===== src/design/tcir_pkg.sv =====
// Constants and types of the timer control and interrupt mask register bank
package tcir_pkg;
	// ==========================================================
	// Register port
	localparam int unsigned ADDR_W    = 6;
	localparam int unsigned DATA_W    = 8;
	localparam logic [5:0]  ADDR_CTRL = 6'h11;
	localparam logic [5:0]  ADDR_GPHI = 6'h12;
	localparam logic [5:0]  ADDR_GPLO = 6'h13;
	localparam logic [5:0]  ADDR_MMAI = 6'h14;
	localparam logic [5:0]  ADDR_MTIM = 6'h15;
	localparam logic [5:0]  ADDR_MERR = 6'h16;
	localparam logic [5:0]  ADDR_SMAI = 6'h17;
	localparam logic [5:0]  ADDR_STIM = 6'h18;
	localparam logic [5:0]  ADDR_SERR = 6'h19;
	// ==========================================================
	// Reset values and writable bits
	localparam logic [7:0]  CTRL_RST    = 8'h00;
	localparam logic [7:0]  GP_RST      = 8'h00;
	localparam logic [7:0]  MASK_RST    = 8'h00;
	localparam logic [7:0]  ZERO_BYTE   = 8'h00;
	localparam logic [7:0]  CTRL_WMASK  = 8'hE3;
	localparam logic [7:0]  MMAI_WMASK  = 8'hFC;
	// ==========================================================
	// Field positions
	localparam int unsigned TRIG_MSB     = 7;
	localparam int unsigned TRIG_LSB     = 5;
	localparam int unsigned NRT_MODE_BIT = 1;
	localparam int unsigned NRT_STEP_BIT = 0;
	localparam int unsigned MAIN_SRC_LSB = 2;
	localparam int unsigned SUM_TIM_BIT  = 1;
	localparam int unsigned SUM_ERR_BIT  = 0;
	// ==========================================================
	// Timer scaling, in carrier periods and nanoseconds
	localparam int unsigned GP_STEP_FC      = 8;
	localparam int unsigned NRT_STEP_FC_S   = 64;
	localparam int unsigned NRT_STEP_FC_L   = 4096;
	localparam int unsigned GP_STEP_NS      = 590;
	localparam int unsigned CLK_PERIOD_NS   = 25;
	localparam int unsigned GP_STEP_CYC     = GP_STEP_NS / CLK_PERIOD_NS;
	localparam logic [15:0] GP_MIN_COUNT    = 16'h0001;
	localparam logic [15:0] GP_ZERO         = 16'h0000;
	// ==========================================================
	// Trigger sources
	typedef enum logic [2:0] {
		TRIG_NONE     = 3'b000,
		TRIG_RX_END   = 3'b001,
		TRIG_RX_START = 3'b010,
		TRIG_TX_END   = 3'b011
	} tcir_trig_t;
endpackage


===== src/design/tcir_irq_if.sv =====
// Carrier between the register bank and the interrupt status unit
`timescale 1ns/1ps
interface tcir_irq_if;
	logic [7:0] mask_main;
	logic [7:0] mask_tim;
	logic [7:0] mask_err;
	logic       rd_main;
	logic       rd_tim;
	logic       rd_err;
	logic       clr_all;
	logic [7:0] st_main;
	logic [7:0] st_tim;
	logic [7:0] st_err;
	logic       irq;
	modport bank (output mask_main, mask_tim, mask_err, rd_main, rd_tim, rd_err, clr_all,
		input st_main, st_tim, st_err, irq);
	modport stat (input mask_main, mask_tim, mask_err, rd_main, rd_tim, rd_err, clr_all,
		output st_main, st_tim, st_err, irq);
endinterface


===== src/design/tcir_irq_stat.sv =====
// Interrupt status registers with read-to-clear and the masked interrupt line
`timescale 1ns/1ps
module tcir_irq_stat (
	input  wire logic       clk_sys_in,
	input  wire logic       rst_n_in,
	input  wire logic [5:0] main_evt_in,
	input  wire logic [7:0] tim_evt_in,
	input  wire logic [7:0] err_evt_in,
	tcir_irq_if.stat        bus
);
	import tcir_pkg::*;

	logic [5:0] main_st_r;
	logic       sum_tim_r;
	logic       sum_err_r;
	logic [7:0] tim_st_r;
	logic [7:0] err_st_r;
	logic       irq_r;
	logic [7:0] pend_main;
	logic [7:0] pend_tim;
	logic [7:0] pend_err;

	// ==========================================================
	// Status capture; a new event wins over a clearing read and over set-default,
	// so an event in the clearing cycle is never lost
	// main read clears
	always_ff @(posedge clk_sys_in) begin
		if (!rst_n_in) begin
			main_st_r <= ZERO_BYTE[5:0];
		end else if (bus.clr_all) begin
			main_st_r <= main_evt_in;
		end else begin
			main_st_r <= (bus.rd_main ? ZERO_BYTE[5:0] : main_st_r) | main_evt_in;
		end
	end

	// summary bits clear
	always_ff @(posedge clk_sys_in) begin
		if (!rst_n_in) begin
			sum_tim_r <= 1'b0;
			sum_err_r <= 1'b0;
		end else if (bus.clr_all) begin
			sum_tim_r <= |tim_evt_in;
			sum_err_r <= |err_evt_in;
		end else begin
			sum_tim_r <= (sum_tim_r && !bus.rd_tim) || (|tim_evt_in);
			sum_err_r <= (sum_err_r && !bus.rd_err) || (|err_evt_in);
		end
	end

	// cleared by main read
	always_ff @(posedge clk_sys_in) begin
		if (!rst_n_in) begin
			tim_st_r <= ZERO_BYTE;
		end else if (bus.clr_all) begin
			tim_st_r <= tim_evt_in;
		end else begin
			tim_st_r <= (bus.rd_main ? ZERO_BYTE : tim_st_r) | tim_evt_in;
		end
	end

	always_ff @(posedge clk_sys_in) begin
		if (!rst_n_in) begin
			err_st_r <= ZERO_BYTE;
		end else if (bus.clr_all) begin
			err_st_r <= err_evt_in;
		end else begin
			err_st_r <= (bus.rd_err ? ZERO_BYTE : err_st_r) | err_evt_in;
		end
	end

	assign bus.st_main = {main_st_r, sum_tim_r, sum_err_r};
	assign bus.st_tim  = tim_st_r;
	assign bus.st_err  = err_st_r;

	// ==========================================================
	// Per-bit masking; status still records masked events for polling
	genvar gi;
	generate
		for (gi = 0; gi < 8; gi++) begin : g_mask
			// mask blocks source
			assign pend_main[gi] = bus.st_main[gi] && !bus.mask_main[gi];
			assign pend_tim[gi]  = tim_st_r[gi] && !bus.mask_tim[gi];
			assign pend_err[gi]  = err_st_r[gi] && !bus.mask_err[gi];
		end
	endgenerate

	// Summary bits are not sources themselves; their detail bits are
	always_ff @(posedge clk_sys_in) begin
		if (!rst_n_in) begin
			irq_r <= 1'b0;
		end else begin
			irq_r <= (|pend_main[7:MAIN_SRC_LSB]) || (|pend_tim) || (|pend_err);
		end
	end

	assign bus.irq = irq_r;
endmodule


===== src/design/tcir_regs.sv =====
// Timer control, timeout and interrupt mask register bank, top level
// Notes on behaviour
// Trigger field bits 7:5: 000 command only, 001 end of receive, 010 start of receive.
// Trigger 011 starts at end of transmit; expiry then turns the field off.
// Trigger codes 100 to 111 give no automatic start source.
// Bit 0 picks no-response step: 64/fc clear, 4096/fc set.
// Bit 1 set selects the compliance mode of the no-response timer.
// Timeout is 16 bits, high byte 0x12, low byte 0x13, 8/fc steps.
// Timeout spans one step up to full count.
// Power-up and the set-default command reload all defaults.
// Main mask bits 7:2 block oscillator, level, rx start, rx end, tx end, collision.
// Timer mask bits 7:5 block command end, no-response and timer expiry.
// Timer mask bits 4:0 block field on, field off, collision, guard time, bit rate.
// Error mask bits 7:4 block CRC, parity, soft and hard framing errors.
// Error mask bits 3:0 block wake timer, amplitude, phase and capacitance wake-ups.
// A masked source never drives the interrupt; masks reset to zero.
// Unused control and main mask bits read zero and ignore writes.
// Main status read clears it except summary bits, cleared by their own reads.
// Timer status is cleared once main status has been read.
`timescale 1ns/1ps
module tcir_regs (
	input  wire logic                 clk_sys_in,
	input  wire logic                 rst_n_in,
	input  wire logic [5:0]           reg_addr_in,
	input  wire logic                 reg_wr_in,
	input  wire logic                 reg_rd_in,
	input  wire logic [7:0]           reg_wdata_in,
	input  wire logic                 set_default_in,
	input  wire logic [5:0]           main_evt_in,
	input  wire logic [7:0]           tim_evt_in,
	input  wire logic [7:0]           err_evt_in,
	output logic      [7:0]           reg_rdata_out,
	output logic                      irq_out,
	output tcir_pkg::tcir_trig_t      trig_src_out,
	output logic                      field_off_on_expiry_out,
	output logic                      nrt_step_long_out,
	output logic                      nrt_compliance_out,
	output logic      [15:0]          gp_timeout_out
);
	import tcir_pkg::*;

	logic       clr_all;
	logic [7:0] ctrl_r;
	logic [7:0] gp_hi_r;
	logic [7:0] gp_lo_r;
	logic [7:0] mask_main_r;
	logic [7:0] mask_tim_r;
	logic [7:0] mask_err_r;
	logic [7:0] rdata_r;
	logic [7:0] rd_mux;
	tcir_trig_t trig_r;
	tcir_trig_t trig_nxt;
	logic       field_off_r;
	logic       step_long_r;
	logic       compliance_r;
	logic [15:0] gp_count_r;
	logic [15:0] gp_raw;

	tcir_irq_if irq_bus ();

	// ==========================================================
	// Register writes
	// defaults on command
	assign clr_all = !rst_n_in || set_default_in;

	// unused bits dropped
	always_ff @(posedge clk_sys_in) begin
		if (clr_all) begin
			ctrl_r <= CTRL_RST;
		end else if (reg_wr_in && reg_addr_in == ADDR_CTRL) begin
			ctrl_r <= reg_wdata_in & CTRL_WMASK;
		end
	end

	// timeout byte pair
	always_ff @(posedge clk_sys_in) begin
		if (clr_all) begin
			gp_hi_r <= GP_RST;
			gp_lo_r <= GP_RST;
		end else if (reg_wr_in) begin
			if (reg_addr_in == ADDR_GPHI) begin
				gp_hi_r <= reg_wdata_in;
			end
			if (reg_addr_in == ADDR_GPLO) begin
				gp_lo_r <= reg_wdata_in;
			end
		end
	end

	// main mask bits
	always_ff @(posedge clk_sys_in) begin
		if (clr_all) begin
			mask_main_r <= MASK_RST;
		end else if (reg_wr_in && reg_addr_in == ADDR_MMAI) begin
			mask_main_r <= reg_wdata_in & MMAI_WMASK;
		end
	end

	// full byte masks
	always_ff @(posedge clk_sys_in) begin
		if (clr_all) begin
			mask_tim_r <= MASK_RST;
			mask_err_r <= MASK_RST;
		end else if (reg_wr_in) begin
			if (reg_addr_in == ADDR_MTIM) begin
				mask_tim_r <= reg_wdata_in;
			end
			if (reg_addr_in == ADDR_MERR) begin
				mask_err_r <= reg_wdata_in;
			end
		end
	end

	// ==========================================================
	// Decoded timer controls
	// trigger decode
	always_comb begin
		case (ctrl_r[TRIG_MSB:TRIG_LSB])
			3'b000:  trig_nxt = TRIG_NONE;
			3'b001:  trig_nxt = TRIG_RX_END;
			3'b010:  trig_nxt = TRIG_RX_START;
			3'b011:  trig_nxt = TRIG_TX_END;
			default: trig_nxt = TRIG_NONE;
		endcase
	end

	always_ff @(posedge clk_sys_in) begin
		if (!rst_n_in) begin
			trig_r      <= TRIG_NONE;
			field_off_r <= 1'b0;
		end else begin
			trig_r      <= trig_nxt;
			// field off on expiry
			field_off_r <= (trig_nxt == TRIG_TX_END);
		end
	end

	// step and mode
	always_ff @(posedge clk_sys_in) begin
		if (!rst_n_in) begin
			step_long_r  <= 1'b0;
			compliance_r <= 1'b0;
		end else begin
			step_long_r  <= ctrl_r[NRT_STEP_BIT];
			compliance_r <= ctrl_r[NRT_MODE_BIT];
		end
	end

	// zero counts as one step
	assign gp_raw = {gp_hi_r, gp_lo_r};
	always_ff @(posedge clk_sys_in) begin
		if (!rst_n_in) begin
			gp_count_r <= GP_MIN_COUNT;
		end else begin
			gp_count_r <= (gp_raw == GP_ZERO) ? GP_MIN_COUNT : gp_raw;
		end
	end

	// ==========================================================
	// Interrupt status unit
	assign irq_bus.mask_main = mask_main_r;
	assign irq_bus.mask_tim  = mask_tim_r;
	assign irq_bus.mask_err  = mask_err_r;
	assign irq_bus.clr_all   = set_default_in;
	assign irq_bus.rd_main   = reg_rd_in && reg_addr_in == ADDR_SMAI;
	assign irq_bus.rd_tim    = reg_rd_in && reg_addr_in == ADDR_STIM;
	assign irq_bus.rd_err    = reg_rd_in && reg_addr_in == ADDR_SERR;

	tcir_irq_stat u_stat (
		.clk_sys_in  (clk_sys_in),
		.rst_n_in    (rst_n_in),
		.main_evt_in (main_evt_in),
		.tim_evt_in  (tim_evt_in),
		.err_evt_in  (err_evt_in),
		.bus         (irq_bus.stat)
	);

	// ==========================================================
	// Read path; data is held only in the cycle after the read strobe
	always_comb begin
		case (reg_addr_in)
			ADDR_CTRL: rd_mux = ctrl_r;
			ADDR_GPHI: rd_mux = gp_hi_r;
			ADDR_GPLO: rd_mux = gp_lo_r;
			ADDR_MMAI: rd_mux = mask_main_r;
			ADDR_MTIM: rd_mux = mask_tim_r;
			ADDR_MERR: rd_mux = mask_err_r;
			ADDR_SMAI: rd_mux = irq_bus.st_main;
			ADDR_STIM: rd_mux = irq_bus.st_tim;
			ADDR_SERR: rd_mux = irq_bus.st_err;
			default:   rd_mux = ZERO_BYTE;
		endcase
	end

	always_ff @(posedge clk_sys_in) begin
		if (!rst_n_in) begin
			rdata_r <= ZERO_BYTE;
		end else begin
			rdata_r <= reg_rd_in ? rd_mux : ZERO_BYTE;
		end
	end

	assign reg_rdata_out           = rdata_r;
	assign irq_out                 = irq_bus.irq;
	assign trig_src_out            = trig_r;
	assign field_off_on_expiry_out = field_off_r;
	assign nrt_step_long_out       = step_long_r;
	assign nrt_compliance_out      = compliance_r;
	assign gp_timeout_out          = gp_count_r;
endmodule


===== config.mk =====
export PLATFORM = sky130hd
export DESIGN_NAME = tcir_regs
export DESIGN_NICKNAME = d
export VERILOG_FILES = /design/src/design/tcir_pkg.sv /design/src/design/tcir_irq_if.sv /design/src/design/tcir_irq_stat.sv /design/src/design/tcir_regs.sv
export SDC_FILE = /design/constraint.sdc
export NUM_CORES = 1
export LEC_CHECK = 0
export BUFFER_PORTS_ARGS = -buffer_cell sky130_fd_sc_hd__clkbuf_2
export CORE_MARGIN = 2
export CORE_UTILIZATION = 40
export CTS_CLUSTER_SIZE = 24
export DETAILED_ROUTE_END_ITERATION = 8
export HOLD_SLACK_MARGIN = 0.15
export PLACE_DENSITY = 0.63
export REMOVE_ABC_BUFFERS = 1
export SLEW_MARGIN = 20
export SYNTH_ARGS = -nofsm -noshare
export SYNTH_HDL_FRONTEND = slang
export SYNTH_HIERARCHICAL = 1
export SYNTH_SLANG_ARGS = --single-unit

===== constraint.sdc =====
create_clock -name clk_sys_in -period 4.05 [get_ports clk_sys_in]
set_input_delay 0.2025 -clock clk_sys_in [delete_from_list [all_inputs] [get_ports clk_sys_in]]
set_output_delay 0.2025 -clock clk_sys_in [all_outputs]
set_load 0.01 [all_outputs]

## Word level (Yosys, flattened, before mapping)

Index checks and enable logic that the tools add are counted.

- Output and inout bits: 31
- Flip-flop bits (word level): 98
- Input bits: 41

- Bitwise operators: 4
- Mux-type cells: 10
- Equality and inequality tests: 13
- Reduce and logical (&&, ||, !) cells: 71

Operators with widths:

| cell | count |
|---|---|
| $pmux W8 S9 | 1 |
| $eq A6 B5 Y1 const B | 9 |
| $mux W8 | 4 |
| $reduce_or A8 Y1 | 4 |
| $logic_and A1 B1 Y1 | 29 |
| $logic_not A1 Y1 | 25 |
| $logic_not A16 Y1 | 1 |
| $or A8 B8 Y8 | 2 |
| $mux W6 | 2 |
| $reduce_and A2 Y1 | 5 |
| $eq A3 B2 Y1 const B | 3 |
| $or A6 B6 Y6 | 1 |
| $pmux W2 S3 | 1 |
| $reduce_or A6 Y1 | 1 |
| $logic_or A1 B1 Y1 | 5 |
| $eq A3 B1 Y1 const B | 1 |
| $mux W1 | 2 |
| $reduce_or A2 Y1 | 1 |
| $not A1 Y1 | 1 |

## Longest topological paths before layout

Gate-level depths: netlist (run 1).

- Depth after elaboration: 6
- Gate-level depth with buffers: 7

## Modules after synthesis

Netlist (run 1), hierarchy kept.

Modules (own cells, without submodules):

| module | times used | area each (um^2) | sequential area each (um^2) | cells each |
|---|---|---|---|---|
| tcir_regs | 1 | 2,997.9 | 1,441.4 | 295 |
| tcir_irq_stat | 1 | 969.7 | 500.5 | 120 |

## Worst setup path after synthesis (run 1)

Ideal clock, no wire load.

- Path kind: in2reg
- Start: input port reg_addr_in[0]
- End: register u_stat.err_st_r[0], in the netlist u_stat/bus.st_err[0]
- Path slack: 2.648 ns
- Stages: 7
- Arrival time: 1.274 ns
- Path through: buf_6 -> nor2b_2 -> nor2b_1 -> and2_1 -> nor2_2 -> a21oi_1 -> nor2_1

- Cells in the longest elaborated chain, start to end: 5

Ends and longest elaborated chain:

| item | RTL line | RTL |
|---|---|---|
| start: declaration | tcir_regs.sv:24 | `input wire logic [5:0] reg_addr_in,` |
| $eq A6 B5 Y1 | tcir_regs.sv:167 | `assign irq_bus.rd_err = reg_rd_in && reg_addr_in == ADDR_SERR;` |
| $logic_and A1 B1 Y1 | tcir_regs.sv:167 |  |
| named net irq_bus.rd_err | tcir_irq_if.sv:9 | `logic rd_err;` |
| $mux W8 | tcir_irq_stat.sv:68 | `err_st_r <= (bus.rd_err ? ZERO_BYTE : err_st_r) \| err_evt_in;` |
| $or A8 B8 Y8 | tcir_irq_stat.sv:68 |  |
| $mux W8 | tcir_irq_stat.sv:65 | `end else if (bus.clr_all) begin` |
| end signal: assignment | tcir_irq_stat.sv:66 | `err_st_r <= err_evt_in;` |
| end signal: assignment | tcir_irq_stat.sv:68 |  |
| end: declaration | tcir_irq_stat.sv:17 | `logic [7:0] err_st_r;` |

The timed path passes the listed nets, and every way through them passes these cells.
A chain may end at the register's enable or synchronous reset.

## Final worst setup path (run 1)

- Start: input port reg_addr_in[0]
- End: register u_stat.err_st_r[7], in the netlist u_stat/bus.st_err[7]

The elaborated chain is that of the path after synthesis.

==> results.md, run 1 <==
- Nets: 535
- Worst R2R Path Depth: 3
- Initial Util: 0.410
- Worst min-delay path class: primary input to flip-flop
- Synth top area share: 0.489
- Startpoint types: primary input
- Reg2reg setup slack: 2570 ps
- Seq cells post-synth: 97
- Worst path cell trace: clkbuf_2 > nor2b_2 > nor2b_1 > and2_1 > nor2_2 > a21oi_1 > nor2_1
- Worst r2r src: gp_lo_r[0]
- Area contributors post-synth: dfxtp_1 49%, a21oi_1 6.6%, mux2i_1 6.3%
- Util after Layout: 0.489
- Commonest non-fill, non-tap cell in the layout: dfxtp_1
- Drt first pass iters: 5
- CTS tree: done
- H-tree depth: 3
- Diodes inserted: 0
- Max Buffers Root-to-Sink: 2
- Drt drc: 0
- Port-buffer cells: 70
- Core footprint: 9680 sq um
- Cell area after synthesis: 3970 sq um
- Die area: 10700 sq um
- Worst slew margin: 0.433
- Routed vias: 3307
- Starting DRC count in detailed routing: 233
- Clock latency on the worst-skew pair: 350 ps
- First-pass GRT wire length: 16.8 mm
- Gr usage total: 0.198
- Max Transition Viols Final: 0
- Die Height: 104 microns
- Worst path slowest cell: nor2b_1
- Vias per cell: 5.24
- Row cnt: 36
- Clk_skew: 6.35 ps
- Post-DP Area: 4310 sq um
- Crit Path Max Fanout: 19
- Wire length per cell: 16.4 microns
- Worst slew pin tran: 851 ps
- Critical Path Max Stage Delay: 440 ps
- Post-route ant nets: 0
- Vias in the first global route: 3093
- Post-CTS setup buffer count: 0
- Chip Width: 104 microns
- Seq/Total Area, Yosys: 0.489
- Tcrit/Tclk final: 0.427
- Layout cells sized above 1: 0.213
- Clk root buf: clkbuf_8
- Largest net degree at the start of global routing: 44
- Hold EP: ctrl_r[0]
- Crit. End Element: flip-flop
- Most frequent cells in the layout: 97 x dfxtp_1, 70 x clkbuf_2, 52 x a21oi_1
- Post-DP HPWL: 7.36 mm
- Grt total ovfl: 0
- Fmax: 579 MHz
- Max-cap violations: 0
- Status: finished clean
- Multi-input logic area: 1780 sq um
- Sink Count: 97
- CP arrival: 1950 ps
- Register area: 1940 sq um
- Number of synthesized flops with an enable pin: 0
- Hold Crit Start: reg_wdata_in[0]
- Final setup violation count: 0
- Worst vdd ir: 0.190 mV
- Power density over the cells: 370 nW/um^2
- Synthesis-to-layout area growth: 19.2%
- Synth Flop Type: dfxtp_1
- CTS Buf Count: 9
- Count of final hold-check violations: 0
- Syn avg cell area: 9.56 sq um
- Setup TNS: 0 ps
- Cells after Synth: 415
- Warnings, synthesis: 6
- RSZ-0062 raised after global routing: no
- Yosys cell types: 47
- Worst EP required: 4280 ps
- Final Routed Wirelength: 10.3 mm
- Post-Layout Inst Area: 4730 sq um
- Worst hold slack: 163 ps
- Reg-to-Reg End: gp_timeout_out[9]
- GP Congestion: 0.871
- FFs w/ async S/R, synth: 0
- Number of top-level pins: 72
- Hold path cells: 3
- Period minus WS final: 1730 ps
- Leak Pwr: 0.00195 uW
- Layout fillers: 955
- Crit path kind: primary input to flip-flop
- Clk slew on worst S/H paths: 90 ps
- Initial antenna violation count: 0
- Top cell type by total area after synthesis: dfxtp_1
==> layout make-up <==
type                       count  area share
clock buffer                  11      0.0299
clock inverter                 4      0.0114
inverter                      18      0.0143
multi-input combinational    275       0.376
sequential                    97       0.410
tap                          133      0.0352
timing repair buffer          93       0.123
==> power breakdown <==
part / switching [uW] / internal [uW]
logic: 78.0 / 59.4
registers: 16.0 / 970
clock network: 326 / 301
==> cell usage after synthesis (2+ instances only) <==
| master | count |
|---|---|
| nor2_2 | 2 |
| buf_6 | 5 |
| nor4_1 | 8 |
| clkbuf_1 | 9 |
| buf_4 | 5 |
| a22o_1 | 2 |
| nor3b_1 | 3 |
| a22oi_1 | 5 |
| nand2_1 | 24 |
| a222oi_1 | 8 |
| mux2i_1 | 25 |
| nand2b_1 | 8 |
| nor2b_1 | 2 |
| inv_1 | 17 |
| and2_1 | 21 |
| nor3b_2 | 2 |
| o2111ai_1 | 2 |
| dfxtp_1 | 97 |
| a21oi_1 | 52 |
| nor3_1 | 4 |
| a31oi_1 | 5 |
| buf_2 | 3 |
| nand3_2 | 4 |
| o22ai_1 | 7 |
| mux4_2 | 6 |
| nand3_1 | 23 |
| mux2_2 | 2 |
| nor2_1 | 45 |
==> flip-flops by register name, indices dropped and copies added (netlist names), 2 cells and up <==
register / count
irq_bus.mask_tim: 8
ctrl_r: 5
u_stat/bus.st_err: 8
gp_hi_r: 8
u_stat/bus.st_tim: 8
irq_bus.mask_err: 8
reg_rdata_out: 8
gp_timeout_out: 16
irq_bus.mask_main: 6
gp_lo_r: 8
u_stat/main_st_r: 6
trig_src_out: 2
==> cell families after synthesis <==
kind of cell,count (synthesis),synth area share
flops,97,0.489
compound gates,83,0.126
buf+inv,43,0.0628
other cells,1,0.000945
simple gates,158,0.218
mux,33,0.103
==> worst max-delay path, delay by kind of cell <==
| kind | cells | cell delay [ps] |
|---|---|---|
| AO/OA/AOI/OAI | 1 | 160 |
| buffers and inverters | 1 | 410 |
| AND/OR/NAND/NOR | 5 | 1170 |
==> timing repair <==
item	in CTS	in global routing
resized for setup	0	0
endpoints found under the hold margin	27	0
hold buffers	23	0
==> worst max-delay path by stage <==
stage	startpoint	endpoint	depth (start not counted)
4_1_cts	reg_addr_in[0]	u_stat/bus.st_err[7]	7
2_1_floorplan	reg_addr_in[5]	irq_bus.mask_err[0]	4
5_1_grt	reg_addr_in[0]	u_stat/bus.st_err[7]	7
6_report	reg_addr_in[0]	u_stat/bus.st_err[7]	7
3_5_place_dp	reg_addr_in[0]	u_stat/bus.st_err[7]	7
3_3_place_gp	reg_addr_in[0]	u_stat/bus.st_err[6]	7
==> layer usage <==
metal  up-vias  share of wire  GRT usage
li1       1622              -          -
met1      1555           0.44      0.272
met2       120           0.48      0.318
met3        10          0.062     0.0396
met4         0          0.012     0.0531
met5         -              0          0
==> metrics by stage <==
step / setup WS, ps / std cells / total power [uW]
finish: 2320 / 631 / 1750
global route: 2180 / 631 / 1820
CTS: 2360 / 631 / 1760
detailed placement: 2000 / 593 / 1130
global placement: 2060 / 593 / 1130
floorplan: 2690 / 390 / 1060
No activity file was read; power rests on OpenSTA's default activity.
==> run 2: changes to the inputs <==
Settings changed: PLACE_DENSITY 0.63 to 0.65.
Clock period 4.05 ns to 1.5 ns, I/O delays scaled along.
==> results.md, run 2 (synthesis results as in run 1) <==
- Layout cells sized above 1: 0.261 (+0.0483)
- Number of flip-flops in the largest register: 16 (unchanged)
- Status: complete, but fails checks
- WP depth: 3 (-4)
- Tcrit/Tclk final: 1.10
- Chip Width: 104 microns (unchanged)
- Crit Path Max Fanout: 3 (-16)
- Die area: 10700 sq um (unchanged)
- Vias per cell: 5.21 (-0.66%)
- RSZ-0062 raised after global routing: yes
- H-tree depth: 3 (unchanged)
- Crit path capture: reg_rdata_out[4]
- Vias in the first global route: 3404 (+10%)
- Pre-CTS WS: -180 ps (-2180 ps)
- Period minus WS final: 1650 ps
- GP Congestion: 0.869 (-0.22%)
- Worst hold slack: 213 ps (+50.2 ps)
- Sink Count: 97 (unchanged)
- Worst R2R Path Depth: 3 (unchanged)
- Drt drc: 0 (unchanged)
- Worst vdd ir: 0.497 mV (+160%)
- Hold Crit Start: reg_rd_in
- Core footprint: 9680 sq um (unchanged)
- Routed vias: 3483 (+5.3%)
- Worst slew margin: 0.567 (+0.135)
- Number of top-level pins: 72 (unchanged)
- Max-cap violations: 0 (unchanged)
- Worst r2r src: u_stat/main_st_r[2]
- Initial antenna violation count: 0 (unchanged)
- Fin cells: 669 (+6.0%)
- Crit path kind: flip-flop to flip-flop
- First-pass GRT wire length: 17.5 mm (+4.2%)
- Startpoint types: flip-flop
- Final Routed Wirelength: 10.7 mm (+3.1%)
- Max Buffers Root-to-Sink: 2 (unchanged)
- CP delay by family, top: compound AO/OA/AOI/OAI gates
- Critical Path Max Stage Delay: 570 ps (+130 ps)
- Count of final hold-check violations: 0 (unchanged)
- Initial Util: 0.410 (unchanged)
- CTS tree: done
- Clk root buf: clkbuf_8
- Gr usage total: 0.204 (+0.00678)
- Synthesis-to-layout area growth: 27.3%
- Diodes inserted: 0 (unchanged)
- Drt first pass iters: 6 (+1)
- WL met2: 5.34 mm (+7.1%)
- Starting DRC count in detailed routing: 249 (+6.9%)
- Most frequent cells in the layout: 92 x dfxtp_1, 70 x clkbuf_2, 52 x a21oi_1
- Worst min-delay path class: primary input to flip-flop
- Pwr Total: 4650 uW (+170%)
- Bufs and invs on worst path: 0 (-1)
- Commonest non-fill, non-tap cell in the layout: dfxtp_1
- Clk_skew: 8.92 ps (+2.57 ps)
- Final setup violation count: 3 (+3)
- Reg2reg setup slack: -150 ps (-2720 ps)
- CP startpoint: u_stat/main_st_r[2]
- Worst EP required: 1720 ps (-2560 ps)
- Die Height: 104 microns (unchanged)
- Cells after DPL: 622 (+4.9%)
- Nets: 573 (+7.1%)
- Clk slew on worst S/H paths: 90 ps (about the same)
- CTS Buf Count: 9 (unchanged)
- Violated checks: setup timing
- Max Transition Viols Final: 0 (unchanged)
- Met3 routed WL: 612 microns (-5.1%)
- Crit. End Element: flip-flop
- Wl on met1: 4.51 mm (-1.5%)
- Largest net degree at the start of global routing: 44 (unchanged)
- Worst slew pin tran: 648 ps (-203 ps)
- Leak Pwr: 0.00214 uW (+9.7%)
- Worst setup margin: -153 ps (-2470 ps)
- CP arrival: 1870 ps (-80 ps)
- Row cnt: 36 (unchanged)
- DR top layer: met4
- Port-buffer cells: 70 (unchanged)
- Power density over the cells: 920 nW/um^2 (+150%)
- Worst path cell trace: mux4_2 > a222oi_1 > a21oi_1
- Wire length per cell: 15.9 microns (-2.8%)
- Clock latency on the worst-skew pair: 360 ps (about the same)
- Grt total ovfl: 0 (unchanged)
- Worst path slowest cell: a222oi_1
- Post-route ant nets: 0 (unchanged)
- Reg-to-Reg End: reg_rdata_out[4]
- Post-DP HPWL: 7.71 mm (+4.8%)
- Util after Layout: 0.522 (+0.0332)
- Fmax: 605 MHz
-- run 2: cell types whose count changed in the layout (fill, tap and decap cells not counted) --
cell / change
nand2b_1: +1
clkbuf_8: +1
dlygate4sd3_1: +9
clkbuf_1: -1
clkinv_2: +1
dfxtp_1: -5
buf_4: +27
buf_12: +2
dfxtp_2: +5
nand2b_2: -1
bufinv_16: -1
-- run 2: worst min-delay path: cells and delay by family --
family	cells	cell delay [ps]
AO/OA/AOI/OAI	1	80
buffers and inverters	1	130
AND/OR/NAND/NOR	2	230
-- run 2: power by group --
group / internal [uW] / switching (uW) / total [uW]
Combinational: 210 / 229 / 440
Sequential: 2620 / 39.7 / 2660
Clock: 684 / 867 / 1550
-- run 2: how the worst min path moves through the flow --
stage | endpoint | slack, ps | cells after the start
6_report | u_stat/sum_tim_r | 210 | 4
5_1_grt | u_stat/sum_tim_r | 210 | 4
4_1_cts | u_stat/sum_tim_r | 200 | 4
3_5_place_dp | u_stat/main_st_r[0] | 290 | 3
3_3_place_gp | u_stat/main_st_r[1] | 280 | 3
2_1_floorplan | u_stat/bus.st_err[0] | 190 | 2
-- run 2: layout make-up --
class                           instances  area [sq um]
Multi-Input combinational cell        275          1780
Sequential cell                        97          1950
Fill cell                             888          4630
Clock buffer                           11           151
Clock inverter                          4          28.8
Tap cell                              133           166
Inverter                               18          67.6
Timing Repair Buffer                  131           913
-- run 2: stage by stage --
stage	instance area [sq um]	setup TNS, ps
after detailed placement	4550	-1840
after floorplan	3790	0
final	5050	-265
after global placement	4550	-788
after global routing	5050	-358
after CTS	5050	-95.1
-- run 2: per-layer routing --
layer	track usage	up-vias
met3	0.0378	19
met2	0.360	137
met5	0	-
met4	0.0569	0
met1	0.256	1630
li1	-	1697
-- run 2: repair_timing --
action	CTS	global route
hold buffers	32	0
buffers inserted	0	0
endpoints found under the hold margin	73	0
endpoints found under the setup margin	3	4
pin swaps	0	1
resized for setup	4	1
